<file path="src/hw/sys_ctrl_regs.svh">
// Purpose: register offsets, field positions, reset values and timing counts
// Assumes: byte addresses on the register port, one 32-bit word per register
// Notes:   included by the control block; the bench uses literal values
`ifndef SYS_CTRL_REGS_SVH
`define SYS_CTRL_REGS_SVH

// register byte offsets
`define OFS_BROWNOUT_CONTROL   9'h018
`define OFS_TEMP_SENSOR_CTRL   9'h01c
`define OFS_POWER_ON_RST_CTRL  9'h024
`define OFS_PORTA_FUNC_SELECT  9'h030
`define OFS_IRQ_STATUS         9'h040
`define OFS_IRQ_MASK           9'h044
`define OFS_PROTECTION_UNLOCK  9'h100

// brownout_control field positions
`define BIT_LVR_ON             7
`define BIT_UV_STATUS          6
`define BIT_UV_LOW_POWER       5
`define BIT_UV_EVENT_FLAG      4
`define BIT_UV_RESET_SELECT    3
`define BIT_UV_THRESH_HI       2
`define BIT_UV_THRESH_LO       1
`define BIT_UV_ENABLE          0

// flash user config word positions of the loaded defaults
`define CFG_BIT_UV_ENABLE      23
`define CFG_BIT_THRESH_HI      22
`define CFG_BIT_THRESH_LO      21
`define CFG_BIT_RESET_SELECT   20

// other field positions
`define BIT_THERMAL_EN         0
`define POS_SCHMITT_LO         16
`define POS_POR_CODE_HI        15

// interrupt status bit positions
`define IRQ_BIT_UV_CROSS       0
`define IRQ_BIT_LVR_READY      1
`define IRQ_BIT_PROT_VIOLATION 2
`define IRQ_W                  3

// reset values
`define RST_LVR_ON             1'b1
`define RST_UV_LOW_POWER       1'b0
`define RST_THERMAL_EN         1'b0
`define RST_POR_CODE           16'h0000
`define RST_PORTA_FUNC         32'h0000_0000
`define RST_IRQ_MASK           3'h0

// unlock sequence bytes and power-on-reset disable code
`define UNLOCK_BYTE0           8'h59
`define UNLOCK_BYTE1           8'h16
`define UNLOCK_BYTE2           8'h88
`define POR_DISABLE_CODE       16'h5aa5

// timing: settle time of the low-voltage reset output
`define CLK_PERIOD_NS          100
`define LVR_SETTLE_US          100
`define LVR_SETTLE_CYC         ((`LVR_SETTLE_US * 1000 + `CLK_PERIOD_NS - 1) / `CLK_PERIOD_NS)

`endif

</file>
<file path="src/hw/sys_ctrl_pkg.sv">
// Purpose: shared types of the system control block
// Assumes: constants live in sys_ctrl_regs.svh
// Notes:   nothing here is synthesised by itself
package sys_ctrl_pkg;

  // brownout control fields driven to the analog detector
  typedef struct packed {
    logic       lvr_on;     // low-voltage reset enable
    logic       low_power;  // detector low-power mode
    logic       rst_sel;    // 1 reset, 0 interrupt
    logic [1:0] threshold;  // 11 4.5V, 10 3.8V, 01 2.7V, 00 2.2V
    logic       enable;     // detector enable
  } uv_ctrl_type;

  // alternate-function settings that steer the port A multiplexer
  typedef struct packed {
    logic       external_bus_enable;
    logic [7:0] external_bus_high_byte_enable;
    logic       pin15_audio_clock_select;
    logic       pin7_spi_select_choice;
  } alt_sel_type;

  // function carried by a port A pin
  typedef enum logic [2:0] {
    PF_GPIO    = 3'h0,
    PF_PWM     = 3'h1,
    PF_AUDIO   = 3'h2,
    PF_EXT_BUS = 3'h3,
    PF_I2C     = 3'h4,
    PF_SPI_SEL = 3'h5,
    PF_ADC     = 3'h6
  } pin_func_type;

  // low-voltage reset settle states
  typedef enum logic [2:0] {
    LVR_OFF    = 3'b001,
    LVR_SETTLE = 3'b010,
    LVR_VALID  = 3'b100
  } lvr_state_type;

  // protection unlock sequence states
  typedef enum logic [3:0] {
    UL_IDLE = 4'b0001,
    UL_GOT0 = 4'b0010,
    UL_GOT1 = 4'b0100,
    UL_OPEN = 4'b1000
  } unlock_state_type;

endpackage

</file>
<file path="src/hw/sys_ctrl_bod_por_porta_mux.sv">
// Purpose: brownout, low-voltage reset, thermal sensor, power-on-reset code
//          and port A pin function control registers
// Assumes: all inputs but arst_n_i synchronous to core_clk_i at 10 MHz
// Notes:   protected fields are written only after the three-byte unlock sequence
//
// Decided for this implementation: the plain strobed port.
`timescale 1ns/100ps
`include "sys_ctrl_regs.svh"

// Functional notes
// - unlock 59h 16h 88h before protected writes
// - threshold default from config bits 22:21
// - reset select bit20, enable bit23 from config
// - LVR enable default 1, valid after 100us
// - status bit6 below threshold, zero if disabled
// - bit5 low-power mode, default normal
// - bit4 flags crossings, write one clears
// - bit3 picks chip reset or interrupt
// - interrupt held until detector enable cleared
// - thermal sensor enable bit0, default 0
// - code 0x5AA5 disables power-on reset
// - other code or reset re-enables power-on reset
// - bits 31:16 enable port A Schmitt inputs
// - pin15 GPIO, PWM3 or audio clock
// - pins14-12 PWM/bus, pins11-10 I2C1/strobes
// - pins9-8 GPIO or I2C0 SCL/SDA
// - pin7 bus6/SPI select/ADC7, pin6 bus7/ADC6
// - pins5-2 ADC or bus bits 8..11
module sys_ctrl_bod_por_porta_mux #(
  parameter int ADDR_W = 9,                  // byte address width
  parameter int PINS   = 16                  // port A pin count
) (
  // clock, reset, enable
  input  wire logic                          core_clk_i,
  input  wire logic                          arst_n_i,
  input  wire logic                          clk_en_i,
  // register port
  input  wire logic [ADDR_W-1:0]             addr_i,
  input  wire logic [31:0]                   wdata_i,
  input  wire logic                          wr_i,
  input  wire logic                          rd_i,
  output logic      [31:0]                   rdata_o,
  // configuration and analog status
  input  wire logic [31:0]                   flash_user_config_word_i,
  input  wire logic                          supply_below_i,
  input  wire logic                          other_reset_i,
  input  wire sys_ctrl_pkg::alt_sel_type     alt_sel_i,
  // detector, reset and sensor controls
  output sys_ctrl_pkg::uv_ctrl_type          uv_ctrl_o,
  output logic                               lvr_valid_o,
  output logic                               uv_chip_reset_o,
  output logic                               uv_irq_o,
  output logic                               por_disable_o,
  output logic                               thermal_sensor_enable_o,
  output logic                               unlocked_o,
  // port A pin controls
  output logic      [PINS-1:0]               porta_schmitt_enable_o,
  output sys_ctrl_pkg::pin_func_type         pin_func_o [PINS-1:2],
  // block interrupt
  output logic                               irq_o
);

  localparam logic [10:0] LVR_CYC = 11'(`LVR_SETTLE_CYC);  // 1000 cycles

  // pin function decode for one port A pin
  function automatic sys_ctrl_pkg::pin_func_type pin_decode(
    input int                        idx,
    input logic                      sel,
    input sys_ctrl_pkg::alt_sel_type alt
  );
    logic ebi;
    logic [7:0] hb;
    pin_decode = sys_ctrl_pkg::PF_GPIO;
    ebi = alt.external_bus_enable;
    hb  = alt.external_bus_high_byte_enable;
    if (sel) begin
      case (idx)
        15: pin_decode = alt.pin15_audio_clock_select ? sys_ctrl_pkg::PF_AUDIO
                                                      : sys_ctrl_pkg::PF_PWM;
        14, 13, 12: pin_decode = (ebi && hb[idx-7]) ? sys_ctrl_pkg::PF_EXT_BUS
                                                    : sys_ctrl_pkg::PF_PWM;
        11, 10: pin_decode = ebi ? sys_ctrl_pkg::PF_EXT_BUS
                                 : sys_ctrl_pkg::PF_I2C;
        9, 8: pin_decode = sys_ctrl_pkg::PF_I2C;
        7: begin
          if (ebi) begin
            pin_decode = sys_ctrl_pkg::PF_EXT_BUS;
          end else if (alt.pin7_spi_select_choice) begin
            pin_decode = sys_ctrl_pkg::PF_SPI_SEL;
          end else begin
            pin_decode = sys_ctrl_pkg::PF_ADC;
          end
        end
        6: pin_decode = ebi ? sys_ctrl_pkg::PF_EXT_BUS
                            : sys_ctrl_pkg::PF_ADC;
        5, 4, 3, 2: pin_decode = (ebi && hb[5-idx]) ? sys_ctrl_pkg::PF_EXT_BUS
                                                    : sys_ctrl_pkg::PF_ADC;
        default: pin_decode = sys_ctrl_pkg::PF_GPIO;
      endcase
    end
  endfunction

  // register state
  logic                            cfg_loaded_r;    // config defaults taken
  logic                            cfg_loaded_nxt;
  sys_ctrl_pkg::uv_ctrl_type       uv_ctrl_r;       // protected detector fields
  sys_ctrl_pkg::uv_ctrl_type       uv_ctrl_nxt;
  logic                            uv_flag_r;       // crossing flag
  logic                            uv_flag_nxt;
  logic                            below_prev_r;    // last supply comparison
  logic                            below_prev_nxt;
  logic                            uv_int_r;        // held detector interrupt
  logic                            uv_int_nxt;
  logic                            thermal_r;       // sensor enable
  logic                            thermal_nxt;
  logic [15:0]                     por_code_r;      // power-on reset code
  logic [15:0]                     por_code_nxt;
  logic [31:0]                     porta_r;         // schmitt and function bits
  logic [31:0]                     porta_nxt;
  logic [`IRQ_W-1:0]               irq_stat_r;      // sticky events
  logic [`IRQ_W-1:0]               irq_stat_nxt;
  logic [`IRQ_W-1:0]               irq_mask_r;      // event mask
  logic [`IRQ_W-1:0]               irq_mask_nxt;
  logic [31:0]                     rdata_r;         // read data stage
  logic [31:0]                     rdata_nxt;

  // low-voltage reset settle and unlock state
  sys_ctrl_pkg::lvr_state_type     lvr_st_r;
  sys_ctrl_pkg::lvr_state_type     lvr_st_nxt;
  logic [10:0]                     lvr_cnt_r;
  logic [10:0]                     lvr_cnt_nxt;
  sys_ctrl_pkg::unlock_state_type  ul_st_r;
  sys_ctrl_pkg::unlock_state_type  ul_st_nxt;

  // decoded strobes and derived events
  logic                            wr_uv;           // write brownout_control
  logic                            wr_temp;         // write thermal control
  logic                            wr_por;          // write power-on reset code
  logic                            wr_porta;        // write port A select
  logic                            wr_mask;         // write irq mask
  logic                            wr_unlock;       // write unlock register
  logic                            rd_stat;         // read irq status
  logic                            unlocked;        // protection open
  logic                            uv_status;       // gated detector output
  logic                            uv_cross;        // threshold crossing
  logic                            lvr_ready_ev;    // settle just finished
  logic                            prot_viol;       // locked protected write

  // address decode
  always_comb begin
    wr_uv     = wr_i && (addr_i == `OFS_BROWNOUT_CONTROL);
    wr_temp   = wr_i && (addr_i == `OFS_TEMP_SENSOR_CTRL);
    wr_por    = wr_i && (addr_i == `OFS_POWER_ON_RST_CTRL);
    wr_porta  = wr_i && (addr_i == `OFS_PORTA_FUNC_SELECT);
    wr_mask   = wr_i && (addr_i == `OFS_IRQ_MASK);
    wr_unlock = wr_i && (addr_i == `OFS_PROTECTION_UNLOCK);
    rd_stat   = rd_i && (addr_i == `OFS_IRQ_STATUS);
    unlocked  = (ul_st_r == sys_ctrl_pkg::UL_OPEN);
    uv_status = uv_ctrl_r.enable && supply_below_i;
    uv_cross  = uv_ctrl_r.enable && (supply_below_i != below_prev_r);
    prot_viol = !unlocked && (wr_uv || wr_por);
  end

  // unlock sequence: next state
  always_comb begin
    ul_st_nxt = ul_st_r;
    if (wr_unlock) begin
      case (ul_st_r)
        sys_ctrl_pkg::UL_IDLE: ul_st_nxt = (wdata_i[7:0] == `UNLOCK_BYTE0) ?
                                           sys_ctrl_pkg::UL_GOT0 : sys_ctrl_pkg::UL_IDLE;
        sys_ctrl_pkg::UL_GOT0: ul_st_nxt = (wdata_i[7:0] == `UNLOCK_BYTE1) ?
                                           sys_ctrl_pkg::UL_GOT1 : sys_ctrl_pkg::UL_IDLE;
        sys_ctrl_pkg::UL_GOT1: ul_st_nxt = (wdata_i[7:0] == `UNLOCK_BYTE2) ?
                                           sys_ctrl_pkg::UL_OPEN : sys_ctrl_pkg::UL_IDLE;
        sys_ctrl_pkg::UL_OPEN: ul_st_nxt = sys_ctrl_pkg::UL_IDLE;  // any unlock-register write relocks
        default:               ul_st_nxt = sys_ctrl_pkg::UL_IDLE;
      endcase
    end
  end

  // unlock sequence: registers
  always_ff @(posedge core_clk_i or negedge arst_n_i) begin
    if (!arst_n_i) begin
      ul_st_r <= sys_ctrl_pkg::UL_IDLE;
    end else if (clk_en_i) begin
      ul_st_r <= ul_st_nxt;
    end
  end

  // low-voltage reset settle: next state
  always_comb begin
    lvr_st_nxt   = lvr_st_r;
    lvr_cnt_nxt  = lvr_cnt_r;
    lvr_ready_ev = 1'b0;
    case (lvr_st_r)
      sys_ctrl_pkg::LVR_OFF: begin
        lvr_cnt_nxt = 11'h000;
        if (uv_ctrl_r.lvr_on && cfg_loaded_r) begin
          lvr_st_nxt = sys_ctrl_pkg::LVR_SETTLE;
        end
      end
      sys_ctrl_pkg::LVR_SETTLE: begin
        if (!uv_ctrl_r.lvr_on) begin
          lvr_st_nxt = sys_ctrl_pkg::LVR_OFF;
        end else if (lvr_cnt_r == LVR_CYC - 11'h001) begin
          lvr_st_nxt   = sys_ctrl_pkg::LVR_VALID;
          lvr_ready_ev = 1'b1;
        end else begin
          lvr_cnt_nxt = lvr_cnt_r + 11'h001;
        end
      end
      sys_ctrl_pkg::LVR_VALID: begin
        if (!uv_ctrl_r.lvr_on) begin
          lvr_st_nxt = sys_ctrl_pkg::LVR_OFF;
        end
      end
      default: lvr_st_nxt = sys_ctrl_pkg::LVR_OFF;
    endcase
  end

  // low-voltage reset settle: registers
  always_ff @(posedge core_clk_i or negedge arst_n_i) begin
    if (!arst_n_i) begin
      lvr_st_r  <= sys_ctrl_pkg::LVR_OFF;
      lvr_cnt_r <= 11'h000;
    end else if (clk_en_i) begin
      lvr_st_r  <= lvr_st_nxt;
      lvr_cnt_r <= lvr_cnt_nxt;
    end
  end

  // control registers: next values
  always_comb begin
    cfg_loaded_nxt = 1'b1;
    uv_ctrl_nxt    = uv_ctrl_r;
    uv_flag_nxt    = uv_flag_r;
    below_prev_nxt = supply_below_i;
    uv_int_nxt     = uv_int_r;
    thermal_nxt    = thermal_r;
    por_code_nxt   = por_code_r;
    porta_nxt      = porta_r;
    irq_stat_nxt   = irq_stat_r;
    irq_mask_nxt   = irq_mask_r;
    rdata_nxt      = 32'h0000_0000;
    // defaults from the flash user config word, once after reset
    if (!cfg_loaded_r) begin
      uv_ctrl_nxt.threshold = {flash_user_config_word_i[`CFG_BIT_THRESH_HI],
                               flash_user_config_word_i[`CFG_BIT_THRESH_LO]};
      uv_ctrl_nxt.rst_sel   = flash_user_config_word_i[`CFG_BIT_RESET_SELECT];
      uv_ctrl_nxt.enable    = flash_user_config_word_i[`CFG_BIT_UV_ENABLE];
    end
    // protected detector fields, only while unlocked
    if (wr_uv && unlocked) begin
      uv_ctrl_nxt.lvr_on    = wdata_i[`BIT_LVR_ON];
      uv_ctrl_nxt.low_power = wdata_i[`BIT_UV_LOW_POWER];
      uv_ctrl_nxt.rst_sel   = wdata_i[`BIT_UV_RESET_SELECT];
      uv_ctrl_nxt.threshold = wdata_i[`BIT_UV_THRESH_HI:`BIT_UV_THRESH_LO];
      uv_ctrl_nxt.enable    = wdata_i[`BIT_UV_ENABLE];
    end
    // crossing flag: write one clears, a new crossing wins
    if (wr_uv && wdata_i[`BIT_UV_EVENT_FLAG]) begin
      uv_flag_nxt = 1'b0;
    end
    if (uv_cross) begin
      uv_flag_nxt = 1'b1;
    end
    // detector interrupt held until the detector is disabled
    if (!uv_ctrl_r.enable) begin
      uv_int_nxt = 1'b0;
    end else if (uv_status && !uv_ctrl_r.rst_sel) begin
      uv_int_nxt = 1'b1;
    end
    // thermal sensor enable, unprotected
    if (wr_temp) begin
      thermal_nxt = wdata_i[`BIT_THERMAL_EN];
    end
    // power-on reset code: protected write, cleared by other resets
    if (wr_por && unlocked) begin
      por_code_nxt = wdata_i[`POS_POR_CODE_HI:0];
    end
    if (other_reset_i) begin
      por_code_nxt = `RST_POR_CODE;
    end
    // port A schmitt and function bits, unprotected
    if (wr_porta) begin
      porta_nxt = wdata_i;
    end
    if (wr_mask) begin
      irq_mask_nxt = wdata_i[`IRQ_W-1:0];
    end
    // sticky status: a read clears, an event in the same cycle wins
    if (rd_stat) begin
      irq_stat_nxt = '0;
    end
    irq_stat_nxt[`IRQ_BIT_UV_CROSS]       = irq_stat_nxt[`IRQ_BIT_UV_CROSS] | uv_cross;
    irq_stat_nxt[`IRQ_BIT_LVR_READY]      = irq_stat_nxt[`IRQ_BIT_LVR_READY] | lvr_ready_ev;
    irq_stat_nxt[`IRQ_BIT_PROT_VIOLATION] = irq_stat_nxt[`IRQ_BIT_PROT_VIOLATION] | prot_viol;
    // read data mux, unmapped reads return zero
    if (rd_i) begin
      case (addr_i)
        `OFS_BROWNOUT_CONTROL:  rdata_nxt = {24'h00_0000, uv_ctrl_r.lvr_on, uv_status,
                                             uv_ctrl_r.low_power, uv_flag_r,
                                             uv_ctrl_r.rst_sel, uv_ctrl_r.threshold,
                                             uv_ctrl_r.enable};
        `OFS_TEMP_SENSOR_CTRL:  rdata_nxt = {31'h0000_0000, thermal_r};
        `OFS_POWER_ON_RST_CTRL: rdata_nxt = {16'h0000, por_code_r};
        `OFS_PORTA_FUNC_SELECT: rdata_nxt = porta_r;
        `OFS_IRQ_STATUS:        rdata_nxt = {29'h0000_0000, irq_stat_r};
        `OFS_IRQ_MASK:          rdata_nxt = {29'h0000_0000, irq_mask_r};
        `OFS_PROTECTION_UNLOCK: rdata_nxt = {31'h0000_0000, unlocked};
        default:                rdata_nxt = 32'h0000_0000;
      endcase
    end
  end

  // control registers: state
  always_ff @(posedge core_clk_i or negedge arst_n_i) begin
    if (!arst_n_i) begin
      cfg_loaded_r <= 1'b0;
      uv_ctrl_r    <= '{lvr_on: `RST_LVR_ON, low_power: `RST_UV_LOW_POWER,
                        rst_sel: 1'b0, threshold: 2'h0, enable: 1'b0};
      uv_flag_r    <= 1'b0;
      below_prev_r <= 1'b0;
      uv_int_r     <= 1'b0;
      thermal_r    <= `RST_THERMAL_EN;
      por_code_r   <= `RST_POR_CODE;
      porta_r      <= `RST_PORTA_FUNC;
      irq_stat_r   <= '0;
      irq_mask_r   <= `RST_IRQ_MASK;
      rdata_r      <= 32'h0000_0000;
    end else if (clk_en_i) begin
      cfg_loaded_r <= cfg_loaded_nxt;
      uv_ctrl_r    <= uv_ctrl_nxt;
      uv_flag_r    <= uv_flag_nxt;
      below_prev_r <= below_prev_nxt;
      uv_int_r     <= uv_int_nxt;
      thermal_r    <= thermal_nxt;
      por_code_r   <= por_code_nxt;
      porta_r      <= porta_nxt;
      irq_stat_r   <= irq_stat_nxt;
      irq_mask_r   <= irq_mask_nxt;
      rdata_r      <= rdata_nxt;
    end
  end

  // pin function outputs, one decoder per pin from pin 2 up
  genvar gp;
  generate
    for (gp = 2; gp < PINS; gp++) begin : g_pin
      assign pin_func_o[gp] = pin_decode(gp, porta_r[gp], alt_sel_i);
    end
  endgenerate

  // output drive
  assign rdata_o                 = rdata_r;
  assign uv_ctrl_o               = uv_ctrl_r;
  assign lvr_valid_o             = (lvr_st_r == sys_ctrl_pkg::LVR_VALID);
  assign uv_chip_reset_o         = uv_status && uv_ctrl_r.rst_sel;
  assign uv_irq_o                = uv_int_r;
  assign por_disable_o           = (por_code_r == `POR_DISABLE_CODE);
  assign thermal_sensor_enable_o = thermal_r;
  assign unlocked_o              = unlocked;
  assign porta_schmitt_enable_o  = porta_r[`POS_SCHMITT_LO +: PINS];
  assign irq_o                   = |(irq_stat_r & irq_mask_r);

endmodule

</file>
<file path="config.mk">
export PLATFORM = sky130hd
export DESIGN_NAME = sys_ctrl_bod_por_porta_mux
export DESIGN_NICKNAME = d
export VERILOG_FILES = /design/src/hw/sys_ctrl_pkg.sv /design/src/hw/sys_ctrl_bod_por_porta_mux.sv
export VERILOG_INCLUDE_DIRS = /design/src /design/src/hw
export SDC_FILE = /design/constraint.sdc
export NUM_CORES = 1
export LEC_CHECK = 0
export ABC_AREA = 1
export BUFFER_PORTS_ARGS = -buffer_cell sky130_fd_sc_hd__buf_2
export CORE_ASPECT_RATIO = 1.1
export CORE_MARGIN = 5
export CORE_UTILIZATION = 53
export CTS_BUF_LIST = sky130_fd_sc_hd__clkbuf_8
export DETAILED_ROUTE_END_ITERATION = 10
export GPL_ROUTABILITY_DRIVEN = 0
export GPL_TIMING_DRIVEN = 0
export PLACE_DENSITY = 0.93
export SLEW_MARGIN = 20
export SYNTH_ARGS = -nofsm -noshare
export SYNTH_HDL_FRONTEND = slang
export SYNTH_SLANG_ARGS = --single-unit
</file>
<file path="constraint.sdc">
create_clock -name core_clk_i -period 2 [get_ports core_clk_i]
set_input_delay 0.2 -clock core_clk_i [delete_from_list [all_inputs] [get_ports core_clk_i]]
set_output_delay 0.2 -clock core_clk_i [all_outputs]
set_load 0.01 [all_outputs]
</file>
==> metrics.yaml <==
outcome: "complete, no violations"
r2r-start: "lvr_cnt_r[0]"
insertion_delay_ns: 0.43
timing.critical_path.to_type: "output port"
io_pins: 194
rsz_0062_raised_after_global_routing: "false"
share_seq_of_total_power: 0.452
cell_types_occupying_the_most_area_after_synthesis: "sky130_fd_sc_hd__dfrtp_1, sky130_fd_sc_hd__nand2_1, sky130_fd_sc_hd__inv_1, sky130_fd_sc_hd__buf_4, sky130_fd_sc_hd__nand3_1"
placement.io_buffers: 153
hpwl_um: 12910
detail_route.wl_per_cell_um: 16.12
drc_errors: 0
yosys_most_used_dff: "sky130_fd_sc_hd__dfrtp_1"
clkTransAtPathRegs_ns: 0.07
worst-path-max-fanout: 6
synth_cells: 750
clock-sinks: 115
cts_max_level: 4
yosysSeqAreaShare: 0.4624
cp_data_arrival_time_ns: 1.64
proportion_of_layout_cells_with_a_drive_suffix_above_1: 0.3183
power.internal_mw: 4.098
switching_share: 0.2587
synth_async_sr_flop_share: 1.000
antenna_left: 0
pin_count_of_the_biggest_net_entering_global_routing: 68
postCtsSetupBuffers: 0
placeable_area_mm2: 0.01149
max_freq_mhz: 543.2
dp_worst_setup_slack_ns: 0.09758
wirelength_um: 17810
regToRegSetupSlack_ns: 0.21
worstSetupEndpoint: "unlocked_o"
cellLeakagePower_nw: 4.306
worst_slack_ns: 0.1590
routed-via-count: 5970
fin_nets: 1035
dr.first_iter.drc_count: 641
normalized_max_slew_margin: 0.6184
maxCapViolCount: 0
ys_ff_latch: 115
period_share: 0.9205
netlist_area_mm2: 0.006232
switchingPower_mw: 1.430
power_frac_comb: 0.122
synthesis.yosys.warnings: 0
library_cell_occupying_the_most_area_in_the_post_synthesis_netlist: "sky130_fd_sc_hd__dfrtp_1"
die_h_um: 123.7
worst-r2r-cell-count: 9
setup_viol: 0
syn2layout_area_growth_pct: 25.48
grt.total_usage: 0.2572
clock-skew-final_ns: 0.007235
syn_area_per_cell_um2: 8.310
design.die.area_mm2: 0.01403
globalRouteOverflowTotal: 0
synth_enable_flop_cells: 0
crit_path_start_kind: "register"
min-delay-path-class: "input port to register"
antenna_cells_inserted: 0
number_of_antenna_violations_at_the_first_check_in_global_routing: 0
cts_tree: "yes"
finalSetupTns_ns: 0
tightest_slew_ns: 0.5724
worstReg2RegEnd: "lvr_cnt_r[1]"
floorplan_die_width_um: 113.4
crit_path_start: "ul_st_r[1]"
first_global_vias: 5886
cts_buffers: 17
root_buffer: "sky130_fd_sc_hd__clkbuf_8"
dr.pass1.iters: 5
final-hold-violation-count: 0
criticalPathCategory: "register to output port"
start_util: 0.5424
power_frac_clock: 0.426
p_total_mw: 5.528
first_pass_grt_wire_length_um: 28360
avgViaCountPerCell: 5.403
clock_path_buffers: 2
netlist-cell-type-count: 40
maxSlewViolCount: 0
post-route-min-period_ns: 1.841
p_per_area_mw_per_mm2: 707.0
synth_largest_type_area_fraction: 0.4497
core.rowCount: 41
critical_path_required_ns: 1.80
vdd_drop_max_uv: 546.1
power groups by stage:
stage | Sequential [mW] | Clock (mW) | Combinational, mW
5_1_grt | 2.51 | 2.49 | 0.749
6_report | 2.50 | 2.35 | 0.676
3_5_place_dp | 2.54 | 0 | 0.636
2_1_floorplan | 2.52 | 0 | 0.389
3_3_place_gp | 2.53 | 0 | 0.606
4_1_cts | 2.49 | 2.37 | 0.659
worst min path at each step:
stage / startpoint / end / slack [ns] / cells past startpoint
3_5_place_dp: arst_n_i / porta_r[27] / 0.16 / 1
3_3_place_gp: wdata_i[28] / porta_r[28] / 0.43 / 2
4_1_cts: wdata_i[17] / porta_r[17] / 0.0008 / 2
6_report: wdata_i[17] / porta_r[17] / 0.009 / 2
2_1_floorplan: arst_n_i / below_prev_r / -0.1 / 0
5_1_grt: wdata_i[17] / porta_r[17] / 0.002 / 2
worst max-delay path, cell delays in order, from the launching register on:
cell and delay (ns):
sky130_fd_sc_hd__dfrtp_1 0.39, sky130_fd_sc_hd__inv_1 0.09, sky130_fd_sc_hd__nand2_1 0.08, sky130_fd_sc_hd__nor2_1 0.42
sky130_fd_sc_hd__buf_2 0.23
synth_stat cells, types with 9 or more instances:
master / number
sky130_fd_sc_hd__o21ai_0: 25
sky130_fd_sc_hd__nand4_1: 11
sky130_fd_sc_hd__inv_1: 78
sky130_fd_sc_hd__a21oi_2: 9
sky130_fd_sc_hd__dfrtp_1: 112
sky130_fd_sc_hd__clkbuf_1: 13
sky130_fd_sc_hd__nor3_1: 16
sky130_fd_sc_hd__buf_4: 38
sky130_fd_sc_hd__nand2_2: 9
sky130_fd_sc_hd__a32o_1: 16
sky130_fd_sc_hd__a21oi_1: 14
sky130_fd_sc_hd__o21ai_2: 16
sky130_fd_sc_hd__nor2_1: 64
sky130_fd_sc_hd__nand3_1: 54
sky130_fd_sc_hd__mux2_4: 16
sky130_fd_sc_hd__nand2_1: 191
timing repair:
action,CTS,global route
endpoints found under the setup margin,0,7
endpoints found under the hold margin,56,3
gates resized for setup,0,3
hold buffers,10,3
logic make-up (layout without fill, tap and decap cells):
kind of cell,count (synthesis),after routing,synth area share
adders and majority gates,1,1,0.002007
AOI/OAI and AO/OA,106,106,0.1193
xor gates and xnor gates,4,4,0.005621
DFF,115,115,0.4624
other,1,8,0.0006017
and+or+nand+nor,359,359,0.2493
muxes,17,17,0.04015
buffers and inverters,147,345,0.1207
area by class of cell:
class	instances	area, um^2
sequential	115	2882
fill	884	3671
timing repair buffer	167	929.6
clock inverter	11	158.9
tap	150	187.7
buffer	63	431.7
clock buffer	20	275.3
inverter	84	320.3
multi-input combinational	495	2635
cells in the final DEF, fill, tap and decap left out, types with 8 or more instances in the layout:
cell,instances
sky130_fd_sc_hd__dfrtp_1,112
sky130_fd_sc_hd__nor3_1,16
sky130_fd_sc_hd__buf_2,158
sky130_fd_sc_hd__nor2_1,64
sky130_fd_sc_hd__o21ai_0,25
sky130_fd_sc_hd__clkbuf_1,13
sky130_fd_sc_hd__a21oi_1,14
sky130_fd_sc_hd__buf_4,38
sky130_fd_sc_hd__a32o_1,16
sky130_fd_sc_hd__clkbuf_8,20
sky130_fd_sc_hd__nand2_1,190
sky130_fd_sc_hd__nand4_1,11
sky130_fd_sc_hd__conb_1,8
sky130_fd_sc_hd__o21ai_2,16
sky130_fd_sc_hd__nand2_2,10
sky130_fd_sc_hd__a21oi_2,9
sky130_fd_sc_hd__inv_1,79
sky130_fd_sc_hd__nand3_1,53
sky130_fd_sc_hd__mux2_4,16
sky130_fd_sc_hd__dlygate4sd3_1,13
per-stage QoR:
| step | util | hold WS, ns | std cells | area, um^2 |
|---|---|---|---|---|
| floorplan | - | -0.09559 | 757 | 6259 |
| global placement | 0.6276 | 0.4319 | 1060 | 7212 |
| detailed placement | 0.6306 | 0.1628 | 1061 | 7246 |
| CTS | 0.6770 | 0.0008340 | 1102 | 7780 |
| global route | 0.6805 | 0.001746 | 1105 | 7820 |
| finish | 0.6805 | 0.009162 | 1105 | 7820 |
state kept, by name, indices dropped and copies added (netlist names):
signal / cells
rdata_o: 32
thermal_sensor_enable_o: 1
porta_r: 32
uv_irq_o: 1
cfg_loaded_r: 1
uv_flag_r: 1
below_prev_r: 1
uv_ctrl_o: 6
lvr_st_r: 3
irq_stat_r: 3
por_code_r: 16
irq_mask_r: 3
lvr_cnt_r: 11
ul_st_r: 4
per-layer routing:
layer  vias to the layer above  wire (um)  GRT usage
met2                       277       9073     0.4493
met1                      2812       6849     0.3050
met5                         -          0          0
met3                        80       1250    0.06560
li1                       2801          -          -
met4                         0        641     0.1029
Power figures use the tool's default switching activity.
